<file path="src/design/qs_pkg.sv">
// Package for the quick stop reaction selector: register map, field codes and states.
// Assumes a 32-bit APB register bus with one aligned word per register.
package qs_pkg;
   // Register byte offsets.
   localparam logic [7:0] OFS_OPTION = 8'h00;
   localparam logic [7:0] OFS_MODE = 8'h04;
   localparam logic [7:0] OFS_QS_DECEL = 8'h08;
   localparam logic [7:0] OFS_PROF_DECEL = 8'h0c;
   localparam logic [7:0] OFS_HOME_ACC = 8'h10;
   localparam logic [7:0] OFS_TABLE_DECEL = 8'h14;
   localparam logic [7:0] OFS_COMMAND = 8'h18;
   localparam logic [7:0] OFS_STATUS = 8'h1c;
   // Command register bit positions (write one to act; read as zero).
   localparam int CMD_QSTOP_BIT = 0;
   localparam int CMD_ENABLE_BIT = 1;
   // Status register bit positions.
   localparam int ST_STATE_LSB = 0;
   localparam int ST_SERVO_BIT = 4;
   localparam int ST_READY_BIT = 5;
   localparam int ST_BRAKE_BIT = 6;
   localparam int ST_DECEL_BIT = 7;
   localparam int ST_SRC_LSB = 8;
   localparam int ST_REFUSED_BIT = 12;
   // Quick stop option codes.
   localparam logic [3:0] OPT_BRAKE = 4'h0;
   localparam logic [3:0] OPT_CTRL_OFF = 4'h1;
   localparam logic [3:0] OPT_QS_OFF = 4'h2;
   localparam logic [3:0] OPT_CTRL_HOLD = 4'h5;
   localparam logic [3:0] OPT_QS_HOLD = 4'h6;
   // Reset values.
   localparam logic [3:0] OPTION_RST = OPT_QS_OFF;
   localparam logic [31:0] RATE_RST = 32'h0000_0000;
   // Control modes, as coded in the mode register.
   localparam logic [3:0] MODE_CSP = 4'h0;
   localparam logic [3:0] MODE_CSV = 4'h1;
   localparam logic [3:0] MODE_CST = 4'h2;
   localparam logic [3:0] MODE_PROFILE_POSITION = 4'h3;
   localparam logic [3:0] MODE_PROFILE_VELOCITY = 4'h4;
   localparam logic [3:0] MODE_PROFILE_TORQUE = 4'h5;
   localparam logic [3:0] MODE_CONTINUOUS_TO_TORQUE = 4'h6;
   localparam logic [3:0] MODE_JOG = 4'h7;
   localparam logic [3:0] MODE_HOMING = 4'h8;
   localparam logic [3:0] MODE_POINT_TABLE = 4'h9;
   localparam logic [3:0] MODE_RST = MODE_CSP;
   // Deceleration rate sources, as shown on decel_src.
   localparam logic [2:0] SRC_NONE = 3'h0;
   localparam logic [2:0] SRC_QUICK_STOP = 3'h1;
   localparam logic [2:0] SRC_PROFILE = 3'h2;
   localparam logic [2:0] SRC_HOMING = 3'h3;
   localparam logic [2:0] SRC_POINT_TABLE = 3'h4;
   // Drive states; the status code is the enum position.
   typedef enum logic [1:0] {
      ST_SWITCH_ON_DISABLED,
      ST_OPERATION_ENABLED,
      ST_DECELERATING,
      ST_QUICK_STOP_ACTIVE
   } drive_state_t;
endpackage

</file>
<file path="src/design/quick_stop_reaction_selector.sv">
// Quick stop reaction selector: picks brake or deceleration, the rate source and the end state.
// Assumes an APB master on pclk and motion logic on pclk that reports motor standstill.
// Assumes the motion logic holds motor_at_rest high only while the motor stands still.
`timescale 1ns/10ps
module quick_stop_reaction_selector
   import qs_pkg::*;
(
   // Clock and reset.
   input wire logic pclk,
   input wire logic presetn,
   // APB slave.
   input wire logic psel,
   input wire logic penable,
   input wire logic pwrite,
   input wire logic [7:0] paddr,
   input wire logic [31:0] pwdata,
   output logic [31:0] prdata,
   output logic pready,
   output logic pslverr,
   // Motion logic status, same clock.
   input wire logic motor_at_rest,
   // Drive controls.
   output logic servo_on,
   output logic ready_on,
   output logic dyn_brake,
   output logic decel_active,
   output logic [31:0] decel_rate,
   output logic [2:0] decel_src
);

   // Maps an option code to whether software may store it.
   function automatic logic option_legal(input logic [3:0] code);
      // Only the five supported reactions are listed; 3, 4 and 7 upward fall through.
      option_legal = (code == OPT_BRAKE) || (code == OPT_CTRL_OFF) || (code == OPT_QS_OFF) ||
                     (code == OPT_CTRL_HOLD) || (code == OPT_QS_HOLD);
   endfunction

   // True for the three torque-controlled modes.
   function automatic logic mode_is_torque(input logic [3:0] m);
      // These modes have no controlled stop here, so any reaction brakes.
      mode_is_torque = (m == MODE_CST) || (m == MODE_PROFILE_TORQUE) || (m == MODE_CONTINUOUS_TO_TORQUE);
   endfunction

   // Configuration and state registers.
   // Rates are stored as written; their unit belongs to the motion logic.
   logic [3:0] option_ff, nxt_option;          // Quick stop option code.
   logic [3:0] mode_ff, nxt_mode;              // Active control mode.
   logic [31:0] qs_decel_ff, nxt_qs_decel;     // Quick stop deceleration.
   logic [31:0] prof_decel_ff, nxt_prof_decel; // Profile deceleration.
   logic [31:0] home_acc_ff, nxt_home_acc;     // Homing acceleration.
   logic [31:0] table_decel_ff, nxt_table_decel; // Current point table entry's deceleration.
   drive_state_t state_ff, nxt_state;          // Drive state.
   logic hold_ff, nxt_hold;                    // Stay servo-on after the stop.
   logic brake_ff, nxt_brake;                  // Dynamic brake engaged.
   logic [2:0] src_ff, nxt_src;                // Selected rate source.
   logic [31:0] rate_ff, nxt_rate;             // Selected rate value.
   // The sticky refusal flag lets software see a dropped write afterwards.
   logic refused_ff, nxt_refused;              // Sticky: an illegal write was refused.
   logic pready_ff, nxt_pready;                // Bus answer.
   logic pslverr_ff, nxt_pslverr;              // Bus error answer.
   logic [31:0] prdata_ff, nxt_prdata;         // Read data.

   // Next values of the drive outputs, each registered straight onto its port.
   logic nxt_servo_on; // Servo power.
   logic nxt_ready_on; // Ready signal.
   logic nxt_dyn_brake; // Dynamic brake.
   logic nxt_decel_active; // Controlled stop under way.

   // Bus decode helpers.
   logic access;      // Access phase waiting for an answer.
   logic commit;      // Edge at which the master samples the answer.
   logic mapped;      // Address hits a register.
   logic bad_write;   // Write that must be refused.
   logic qs_req;      // Quick stop requested by the current write.
   logic en_req;      // Enable operation requested by the current write.
   logic [31:0] status_word; // Read-only status as packed for the bus.

   // The answer comes one cycle into the access phase, so every output stays a flop.
   always_comb begin
      // A transfer is answered after one access cycle: first access, then commit.
      access = psel && penable && !pready_ff;
      commit = psel && penable && pready_ff;
      // Aligned words up to the status word are mapped; the rest is unmapped.
      mapped = (paddr[1:0] == 2'b00) && (paddr <= OFS_STATUS);
      // Codes 3, 4 and anything unlisted are refused and leave the old code in place.
      bad_write = pwrite && (((paddr == OFS_OPTION) && !option_legal(pwdata[3:0])) ||
                             ((paddr == OFS_MODE) && (pwdata[3:0] > MODE_POINT_TABLE)));
      qs_req = commit && pwrite && !pslverr_ff && (paddr == OFS_COMMAND) && pwdata[CMD_QSTOP_BIT];
      en_req = commit && pwrite && !pslverr_ff && (paddr == OFS_COMMAND) && pwdata[CMD_ENABLE_BIT];
      // The state and drive flags are packed into one read-only word.
      status_word = 32'h0000_0000;
      status_word[ST_STATE_LSB +: 2] = state_ff;
      status_word[ST_SERVO_BIT] = servo_on;
      status_word[ST_READY_BIT] = ready_on;
      status_word[ST_BRAKE_BIT] = brake_ff;
      status_word[ST_DECEL_BIT] = decel_active;
      status_word[ST_SRC_LSB +: 3] = src_ff;
      status_word[ST_REFUSED_BIT] = refused_ff;
   end

   // Register file next values.
   always_comb begin
      // Every register holds unless a committed write moves it.
      nxt_option = option_ff;
      nxt_mode = mode_ff;
      nxt_qs_decel = qs_decel_ff;
      nxt_prof_decel = prof_decel_ff;
      nxt_home_acc = home_acc_ff;
      nxt_table_decel = table_decel_ff;
      nxt_refused = refused_ff;
      // The answer is a one-cycle pulse: raised after the first access edge, dropped after commit.
      nxt_pready = access;
      nxt_pslverr = 1'b0;
      nxt_prdata = prdata_ff;
      if (access) begin
         // Unmapped addresses and refused writes answer with an error.
         nxt_pslverr = !mapped || bad_write;
         // Read data is captured one edge early so that it stands together with pready.
         unique case (paddr)
            OFS_OPTION: nxt_prdata = {28'h0000000, option_ff};
            OFS_MODE: nxt_prdata = {28'h0000000, mode_ff};
            OFS_QS_DECEL: nxt_prdata = qs_decel_ff;
            OFS_PROF_DECEL: nxt_prdata = prof_decel_ff;
            OFS_HOME_ACC: nxt_prdata = home_acc_ff;
            OFS_TABLE_DECEL: nxt_prdata = table_decel_ff;
            OFS_STATUS: nxt_prdata = status_word;
            default: nxt_prdata = 32'h0000_0000;
         endcase
      end
      if (commit && pwrite && !pslverr_ff) begin
         // Writes take effect only at the sampling edge.
         // Command writes reach the state logic through qs_req and en_req instead.
         unique case (paddr)
            OFS_OPTION: nxt_option = pwdata[3:0];
            OFS_MODE: nxt_mode = pwdata[3:0];
            OFS_QS_DECEL: nxt_qs_decel = pwdata;
            OFS_PROF_DECEL: nxt_prof_decel = pwdata;
            OFS_HOME_ACC: nxt_home_acc = pwdata;
            OFS_TABLE_DECEL: nxt_table_decel = pwdata;
            // Writing one clears the refused flag.
            OFS_STATUS: nxt_refused = refused_ff && !pwdata[ST_REFUSED_BIT];
            default: nxt_refused = refused_ff;
         endcase
      end
      // A new refusal wins over a clear in the same cycle.
      if (commit && pslverr_ff && mapped) begin
         nxt_refused = 1'b1;
      end
   end

   // Drive state and reaction selection.
   always_comb begin
      // Hold every field unless a command or standstill moves the state.
      nxt_state = state_ff;
      nxt_hold = hold_ff;
      nxt_brake = brake_ff;
      nxt_src = src_ff;
      nxt_rate = rate_ff;
      unique case (state_ff)
         ST_SWITCH_ON_DISABLED: begin
            // Servo off; only an enable command brings the drive back.
            if (en_req) begin
               nxt_state = ST_OPERATION_ENABLED;
               // Enabling releases the dynamic brake.
               nxt_brake = 1'b0;
            end
         end
         ST_OPERATION_ENABLED: begin
            // A quick stop is only honoured while operation is enabled.
            if (qs_req) begin
               // Decide now whether the drive stays on once the motor stands.
               nxt_hold = (option_ff == OPT_CTRL_HOLD) || (option_ff == OPT_QS_HOLD);
               // Torque modes cannot hold a controlled stop, so they brake like code 0.
               if ((option_ff == OPT_BRAKE) || mode_is_torque(mode_ff)) begin
                  // Immediate disable, no controlled deceleration.
                  nxt_state = ST_SWITCH_ON_DISABLED;
                  nxt_brake = 1'b1;
                  nxt_src = SRC_NONE;
               end else begin
                  // Controlled stop: the option and then the mode pick the rate.
                  nxt_state = ST_DECELERATING;
                  if ((option_ff == OPT_QS_OFF) || (option_ff == OPT_QS_HOLD)) begin
                     // Fixed quick stop rate regardless of mode.
                     nxt_src = SRC_QUICK_STOP;
                     nxt_rate = qs_decel_ff;
                  end else if ((mode_ff == MODE_CSP) || (mode_ff == MODE_CSV)) begin
                     nxt_src = SRC_QUICK_STOP;
                     nxt_rate = qs_decel_ff;
                  end else if (mode_ff == MODE_HOMING) begin
                     nxt_src = SRC_HOMING;
                     nxt_rate = home_acc_ff;
                  end else if (mode_ff == MODE_POINT_TABLE) begin
                     nxt_src = SRC_POINT_TABLE;
                     nxt_rate = table_decel_ff;
                  end else begin
                     // Profile position, profile velocity and jog.
                     nxt_src = SRC_PROFILE;
                     nxt_rate = prof_decel_ff;
                  end
               end
            end
         end
         ST_DECELERATING: begin
            // Ending: hold servo on for codes 5 and 6, else disable.
            // No stop timeout is kept here: the motion logic must report standstill.
            // Rate and source stay latched after the stop, so software can read what was used.
            if (motor_at_rest) begin
               nxt_state = hold_ff ? ST_QUICK_STOP_ACTIVE : ST_SWITCH_ON_DISABLED;
            end
         end
         ST_QUICK_STOP_ACTIVE: begin
            // Servo stays on until the controller re-enables operation.
            // The brake is never set on this path, so nothing needs releasing.
            if (en_req) begin
               nxt_state = ST_OPERATION_ENABLED;
            end
         end
      endcase
   end

   // Drive outputs follow the next state, so they change on the same edge as the state.
   // Deriving them here keeps the output flops free of logic of their own.
   always_comb begin
      // Ready and servo share one level: only switch-on-disabled turns them off.
      nxt_servo_on = (nxt_state != ST_SWITCH_ON_DISABLED);
      nxt_ready_on = (nxt_state != ST_SWITCH_ON_DISABLED);
      // The brake only ever engages together with the disable.
      nxt_dyn_brake = nxt_brake;
      // Deceleration is shown for exactly as long as the state lasts.
      nxt_decel_active = (nxt_state == ST_DECELERATING);
   end

   // Register file and bus answer; the asynchronous reset loads constants only.
   always_ff @(posedge pclk or negedge presetn) begin
      if (!presetn) begin
         // Reset leaves the option at quick-stop-then-off and every rate at zero.
         option_ff <= OPTION_RST;
         mode_ff <= MODE_RST;
         qs_decel_ff <= RATE_RST;
         prof_decel_ff <= RATE_RST;
         home_acc_ff <= RATE_RST;
         table_decel_ff <= RATE_RST;
         refused_ff <= 1'b0;
         pready_ff <= 1'b0;
         pslverr_ff <= 1'b0;
         prdata_ff <= 32'h0000_0000;
      end else begin
         option_ff <= nxt_option;
         mode_ff <= nxt_mode;
         qs_decel_ff <= nxt_qs_decel;
         prof_decel_ff <= nxt_prof_decel;
         home_acc_ff <= nxt_home_acc;
         table_decel_ff <= nxt_table_decel;
         refused_ff <= nxt_refused;
         pready_ff <= nxt_pready;
         pslverr_ff <= nxt_pslverr;
         prdata_ff <= nxt_prdata;
      end
   end

   // Drive state and outputs; reset leaves the drive disabled with the brake released.
   always_ff @(posedge pclk or negedge presetn) begin
      if (!presetn) begin
         state_ff <= ST_SWITCH_ON_DISABLED;
         hold_ff <= 1'b0;
         brake_ff <= 1'b0;
         src_ff <= SRC_NONE;
         rate_ff <= RATE_RST;
         servo_on <= 1'b0;
         ready_on <= 1'b0;
         dyn_brake <= 1'b0;
         decel_active <= 1'b0;
      end else begin
         state_ff <= nxt_state;
         hold_ff <= nxt_hold;
         brake_ff <= nxt_brake;
         src_ff <= nxt_src;
         rate_ff <= nxt_rate;
         servo_on <= nxt_servo_on;
         ready_on <= nxt_ready_on;
         dyn_brake <= nxt_dyn_brake;
         decel_active <= nxt_decel_active;
      end
   end

   // Bus and rate outputs come straight from their flops.
   // The pready, pslverr and prdata flops load together at the access edge; pready and pslverr clear after commit.
   assign prdata = prdata_ff;
   assign pready = pready_ff;
   assign pslverr = pslverr_ff;
   assign decel_rate = rate_ff;
   assign decel_src = src_ff;

endmodule

</file>
<file path="config.mk">
export PLATFORM = sky130hd
export DESIGN_NAME = quick_stop_reaction_selector
export DESIGN_NICKNAME = d
export VERILOG_FILES = /design/src/design/qs_pkg.sv /design/src/design/quick_stop_reaction_selector.sv
export SDC_FILE = /design/constraint.sdc
export NUM_CORES = 1
export LEC_CHECK = 0
export ABC_CLOCK_PERIOD_IN_PS = 4800
export BUFFER_PORTS_ARGS = -buffer_cell sky130_fd_sc_hd__buf_4
export CORE_AREA = 2 2 148 150
export CTS_CLUSTER_SIZE = 10
export DETAILED_ROUTE_END_ITERATION = 6
export DIE_AREA = 0 0 150 152
export GPL_ROUTABILITY_DRIVEN = 0
export PLACE_DENSITY = 0.71
export SLEW_MARGIN = 20
export SYNTH_ARGS = -nofsm -noshare
export SYNTH_HDL_FRONTEND = slang
export SYNTH_SLANG_ARGS = --single-unit
export TNS_END_PERCENT = 5
</file>
<file path="constraint.sdc">
create_clock -name pclk -period 4.8 [get_ports pclk]
set_clock_uncertainty 0.1 [all_clocks]
set_input_delay 0.96 -clock pclk [delete_from_list [all_inputs] [get_ports pclk]]
set_output_delay 0.96 -clock pclk [all_outputs]
set_load 0.005 [all_outputs]
</file>
**Yosys cells after proc, flatten, opt, wreduce, memory -nomap -nowiden**

Cells that the tools add are included.

- Register bits after elaboration: 212
- Bits of input ports: 46
- Output and inout bits: 73
- Logic and storage cells: 124

- $lt $le $gt $ge: 2
- Equality and inequality tests: 27
- Muxes and demuxes: 24
- Bitwise logic cells: 1
- Reduce and logical (&&, ||, !) cells: 53

Operators by type and width:

| cell | count |
|---|---|
| one-hot mux 32 bit (7 select lines) | 1 |
| two-way mux 32 bit | 4 |
| equality test 8 x 5 -> 1 bit, second input constant | 4 |
| equality test 4 x 3 -> 1 bit, second input constant | 6 |
| equality test 8 x 4 -> 1 bit, second input constant | 2 |
| AND reduction 2 bit | 8 |
| logical AND 1 bit | 15 |
| two-way mux 3 bit | 5 |
| equality test 4 x 2 -> 1 bit, second input constant | 3 |
| zero test 4 bit | 3 |
| logical OR 1 bit | 12 |
| two-way mux 2 bit | 5 |
| equality test 4 x 1 -> 1 bit, second input constant | 2 |
| equality test 4 bit, second input constant | 2 |
| equality test 8 x 3 -> 1 bit, second input constant | 1 |
| less-or-equal comparator 8 x 5 -> 1 bit, second input constant | 1 |
| zero test 8 bit | 1 |
| nonzero test 2 bit | 4 |
| two-way mux 1 bit | 7 |
| equality test 2 bit, second input constant | 3 |
| != test 2 bit, second input constant | 3 |
| one-hot mux 2 bit (3 select lines) | 1 |
| zero test 1 bit | 5 |
| greater-than comparator 4 bit, second input constant | 1 |
| 7 further kinds | 8 |

**Logic depth before layout (Yosys ltp)**

- Depth in word-level cells: 11
- Depth in mapped cells: 8
- Gate-level depth less buffers: 6

**Worst setup path before layout**

OpenSTA, ideal clock, no wires.

- Path type: in2reg
- Start point: input port paddr[3]
- End point: register prdata_ff[10], in the netlist prdata[10]
- Setup time: 132 ps
- Arrival: 2414 ps
- Data required time: 4568 ps
- Slack: 2154 ps
- Stages: 6
- Buffers on the path: 2
- Cells stage by stage: clkbuf_1 clkbuf_1 mux2_2 a32o_1 a221oi_1 a21oi_1

- Word-level cells in the longest chain between the ends: 2
- Elaborated cells on any way between the ends: 8
- Those cells by class: eq/ne: 6; mux: 1; reduce/logical: 1

Ends and longest elaborated chain:

| element | line | text |
|---|---|---|
| start: declaration | quick_stop_reaction_selector.sv:15 | `input wire logic [7:0] paddr,` |
| equality test 8 x 5 -> 1 bit, or another cell as far along | quick_stop_reaction_selector.sv:119 | `unique case (paddr)` |
| one-hot mux 32 bit (7 select lines) * | quick_stop_reaction_selector.sv:119 |  |
| end signal: assignment | quick_stop_reaction_selector.sv:257 | `prdata_ff <= nxt_prdata;` |
| end: declaration | quick_stop_reaction_selector.sv:61 | `logic [31:0] prdata_ff, nxt_prdata;` |

Mark *: on every way between the ends. The rest lies on a longest branch, timed or not.
A chain may end at the register's enable or synchronous reset.

**Worst setup path in the final report**

- Start point: input port paddr[1]
- End point: register prof_decel_ff[22]

- Word-level cells in the longest chain between the ends: 2

Ends and longest elaborated chain:

| element | line | text |
|---|---|---|
| equality test 8 x 4 -> 1 bit | quick_stop_reaction_selector.sv:133 | `unique case (paddr)` |
| AND reduction 2 bit (no line) | - |  |
| end signal: assignment | quick_stop_reaction_selector.sv:251 | `prof_decel_ff <= nxt_prof_decel;` |
| end: declaration | quick_stop_reaction_selector.sv:49 | `logic [31:0] prof_decel_ff, nxt_prof_decel;` |

No other way between the ends.

==> Flow_metrics.wiki <==
{| class="wikitable"
! Metric !! Value
|-
| Number of max-capacitance violations reported || 0
|-
| Die Span X || 150 um
|-
| Library cell occupying the most area in the post-synthesis netlist || sky130_fd_sc_hd__dfrtp_1
|-
| Worst Path Arrival || approximately 3.3 ns
|-
| Total power density per cell area || 293 mW/mm^2
|-
| Final setup TNS || 0 ns
|-
| Busiest grt layer || met2
|-
| Post-Syn Instances || between 800 and 900
|-
| CP startpoint kind || input port
|-
| Slowest-stage cell, CP || sky130_fd_sc_hd__nand3_2
|-
| Number of placement rows || 54
|-
| NetSw || 0.801 mW
|-
| Ports || 119
|-
| Antenna Violating Nets Remaining || 0
|-
| Worst-Skew Late Latency || 0.51 ns
|-
| Highest attainable clock frequency || 332 MHz
|-
| First-pass detailed-route iteration total || 5
|-
| Unrepaired setup endpoints after global routing || false
|-
| Worst Reg2Reg Path Length in Cells || 5
|-
| Arithmetic-cell share of the synthesized area counting full adders, half adders and majority gates || 0.00357
|-
| Total number of H-tree levels || 1
|-
| Port bufs || about 120
|-
| Number of hold-repair buffers added at the cts stage || 0
|-
| Dominant cells by area after synthesis || sky130_fd_sc_hd__dfrtp_1, sky130_fd_sc_hd__mux2_2, sky130_fd_sc_hd__mux2i_1, sky130_fd_sc_hd__o21ai_0, sky130_fd_sc_hd__a22o_1
|-
| Hold slack || 0.402 ns
|-
| Tot Pwr || between 3 and 4 mW
|-
| Async set or reset register ratio after synthesis || 1.00
|-
| Gate power share || 0.049
|-
| Vias/cell || 6.13
|-
| Average footprint of a synthesized cell || between 10 and 15 um^2
|-
| Share of cells above drive strength 1 || 0.420
|-
| Aggregate routed wire length || between 20000 and 30000 um
|-
| Net Count, Synth || 866
|-
| Clock sinks || 212
|-
| Number of synthesized flops with an enable pin || 0
|-
| Main synth FF type || sky130_fd_sc_hd__dfrtp_1
|-
| Global-route wire length before repair || 44200 um
|-
| Clock group share of total power || 0.450
|-
| Most numerous cell types in the synthesized netlist || sky130_fd_sc_hd__dfrtp_1, sky130_fd_sc_hd__mux2_2, sky130_fd_sc_hd__mux2i_1
|-
| Final period util || 0.627
|-
| Area share of and/or/nand/nor cells after synthesis || 0.0475
|-
| Via count of the first global-routing pass || 7652
|-
| Seq/Total Area, Yosys || 0.505
|-
| Worst slew margin relative to its limit || 0.319
|-
| Number of storage elements in the synthesis netlist || 212
|-
| Detailed-route via count || ~7400
|-
| Internal portion of total power || 2.80 mW
|-
| Data required time at the worst endpoint || about 5.1 ns
|-
| Crit path top cell by count || sky130_fd_sc_hd__buf_4
|-
| DPL Wire Length || ~17000 um
|-
| Drt wl/cell || about 23 um
|-
| Max IR drop VDD || 0.000275 V
|-
| Number of max-slew violations in the final report || 0
|-
| Number of post-CTS setup repair buffers || 0
|-
| Post-layout min period || 3.01 ns
|-
| Post-cts sizing count || 0
|-
| Proportion of netlist area held by the largest area contributor || 0.503
|-
| CP delay by family, top || simple AND/OR/NAND/NOR gates
|-
| Global Route met1 Usage || 0.360
|-
| DRC violation count after routing || 0
|-
| Switching share of total power || 0.222
|-
| Number of warning messages in the yosys log || 0
|-
| Worst flop-to-flop path endpoint || decel_rate[9]
|-
| Pre-CTS setup slack || roughly 1.3 ns
|-
| Pin count of the biggest net entering global routing || 92
|-
| Core Region || 0.0214 mm^2
|-
| Critical Path Max Stage Delay || roughly 0.63 ns
|-
| Die Height || 152 um
|-
| Cells traversed along the worst timing path || buf_4 -> or2_0 -> nor4_4 -> nand3_2 -> buf_4 -> mux2_2
|-
| Critical path class || input port to flip-flop
|-
| Hold/Removal Path Class || input port to asynchronous set/reset pin
|-
| Total setup violations reported at the end of the flow || 0
|-
| Setup slack of the worst register-to-register path || 1.98 ns
|-
| Final-stage net count || between 900 and 1000
|-
| Filler instances || 1816
|-
| Met2 global-route usage || 0.384
|-
| Count of cell instances traversed by the critical path || 6
|-
| Longest Clk Path Bufs || 3
|-
| Die outline area || between 0.02 and 0.025 mm^2
|-
| Total Routing Usage GR || 0.247
|-
| Most instantiated library cell after synthesis || sky130_fd_sc_hd__dfrtp_1
|-
| Leak pwr || 5.84 nW
|-
| Outcome || finished clean
|-
| Multiplexer fraction of the synthesized cell area || 0.306
|-
| Hold violation count in the final report || 0
|-
| Final cell area excluding filler cells || 0.0123 mm^2
|-
| Post-synth design cell area || 0.0105 mm^2
|-
| CTS clk-pin slew, worst paths || roughly 0.060 ns
|-
| Count of different cell masters after synthesis || 62
|-
| Placed standard-cell area || 0.0116 mm^2
|-
| GR Layer Usage met3 || 0.0390
|-
| XOR/XNOR Fraction of Synth Area || 0.000834
|-
| Diode count || 0
|-
| Worst setup endpoint || prof_decel_ff[22]
|-
| Worst path setup slack after routing || 1.79 ns
|-
| GR Overflow Total || 0
|-
| Drt initial violations || 469
|-
| Number of buffers created by CTS || 25
|-
| Critical path fanouts, max || 22
|-
| Root buffer cell || sky130_fd_sc_hd__clkbuf_16
|-
| Layout overhead on the synthesized area || 17.1%
|-
| Synth Area in Compound Gates || 0.104
|-
| Buffering stage count on the worst path with inverters included || 2
|-
| Worst setup path startpoint || paddr[1]
|-
| Combinational family with the most area after synthesis || multiplexers
|-
| Sequential power share || 0.501
|-
| Endpoint class of the critical path || flip-flop
|-
| Reg-to-reg critical path startpoint || mode_ff[0]
|-
| Least-Margin Pin Slew || 1.02 ns
|-
| Initial antenna violation count || 1
|-
| Initial core utilization || 0.492
|-
| TritonCTS clock tree || built
|}
[power by group through the flow]
stage / Clock (mW) / Sequential (mW) / Combinational, mW
4_1_cts: 1.65 / 1.80 / 0.178
6_report: 1.62 / 1.80 / 0.176
5_1_grt: 1.73 / 1.80 / 0.193
3_5_place_dp: 0 / 1.84 / 0.177
3_3_place_gp: 0 / 1.83 / 0.176
2_1_floorplan: 0 / 1.83 / 0.0682
[worst min-delay path by stage]
| stage | start | end | slack [ns] |
|---|---|---|---|
| floorplan | refused_ff | refused_ff | 0.35 |
| detailed placement | prdata[20] | prdata[20] | 0.39 |
| CTS | prdata[1] | prdata[1] | 0.41 |
| finish | presetn | prdata[1] | 0.40 |
| global route | prdata[21] | prdata[21] | 0.43 |
| global placement | prdata[1] | prdata[1] | 0.39 |
[logic make-up after synthesis]
family / count (synthesis)
multiplexers: 290
AND/OR/NAND/NOR: 77
adder cells (fa/ha/maj): 3
buffers and inverters: 65
flip-flops: 212
AO/OA/AOI/OAI: 169
XOR/XNOR: 1
[flip-flops by register name (all words and copies together), names as in the netlist]
name            count
decel_rate         32
home_acc_ff        32
prdata             32
prof_decel_ff      32
qs_decel_ff        32
table_decel_ff     32
mode_ff             4
option_ff           4
decel_src           3
state_ff            2
brake_ff            1
decel_active        1
hold_ff             1
pready              1
pslverr             1
ready_on            1
refused_ff          1
[stage by stage]
step / utilization / instances
finish: 0.576 / 1207
global route: 0.576 / 1207
CTS: 0.576 / 1207
detailed placement: 0.545 / 1175
global placement: 0.545 / 1175
floorplan: - / 817
[area by class of cell]
class	count	area (um^2)	share of cell area
timing repair buffer	137	1060	0.0862
multi-input combinational	540	4900	0.398
sequential	212	5310	0.431
clock buffer	32	662	0.0538
tap	280	350	0.0285
inverter	6	22.5	0.00183
[placed cells by master (no fill, tap or decap), types with 9 or more instances in the layout]
cell and n:
sky130_fd_sc_hd__dfrtp_1 211, sky130_fd_sc_hd__mux2_2 202, sky130_fd_sc_hd__buf_4 134, sky130_fd_sc_hd__mux2i_1 79, sky130_fd_sc_hd__o21ai_0 73, sky130_fd_sc_hd__nand2_1 27, sky130_fd_sc_hd__clkbuf_16 25, sky130_fd_sc_hd__a22o_1 22
sky130_fd_sc_hd__o22ai_1 20, sky130_fd_sc_hd__a21oi_1 16, sky130_fd_sc_hd__a32o_1 10, sky130_fd_sc_hd__a221oi_1 9
[per-layer routing]
layer	up-vias	routed length [um]	share of wire
met1	3823	12700	0.45
met3	50	1620	0.058
met2	252	13000	0.47
met5	-	13	0.00047
met4	2	647	0.023
li1	3277	-	-
(Power assumes the default switching activity.)
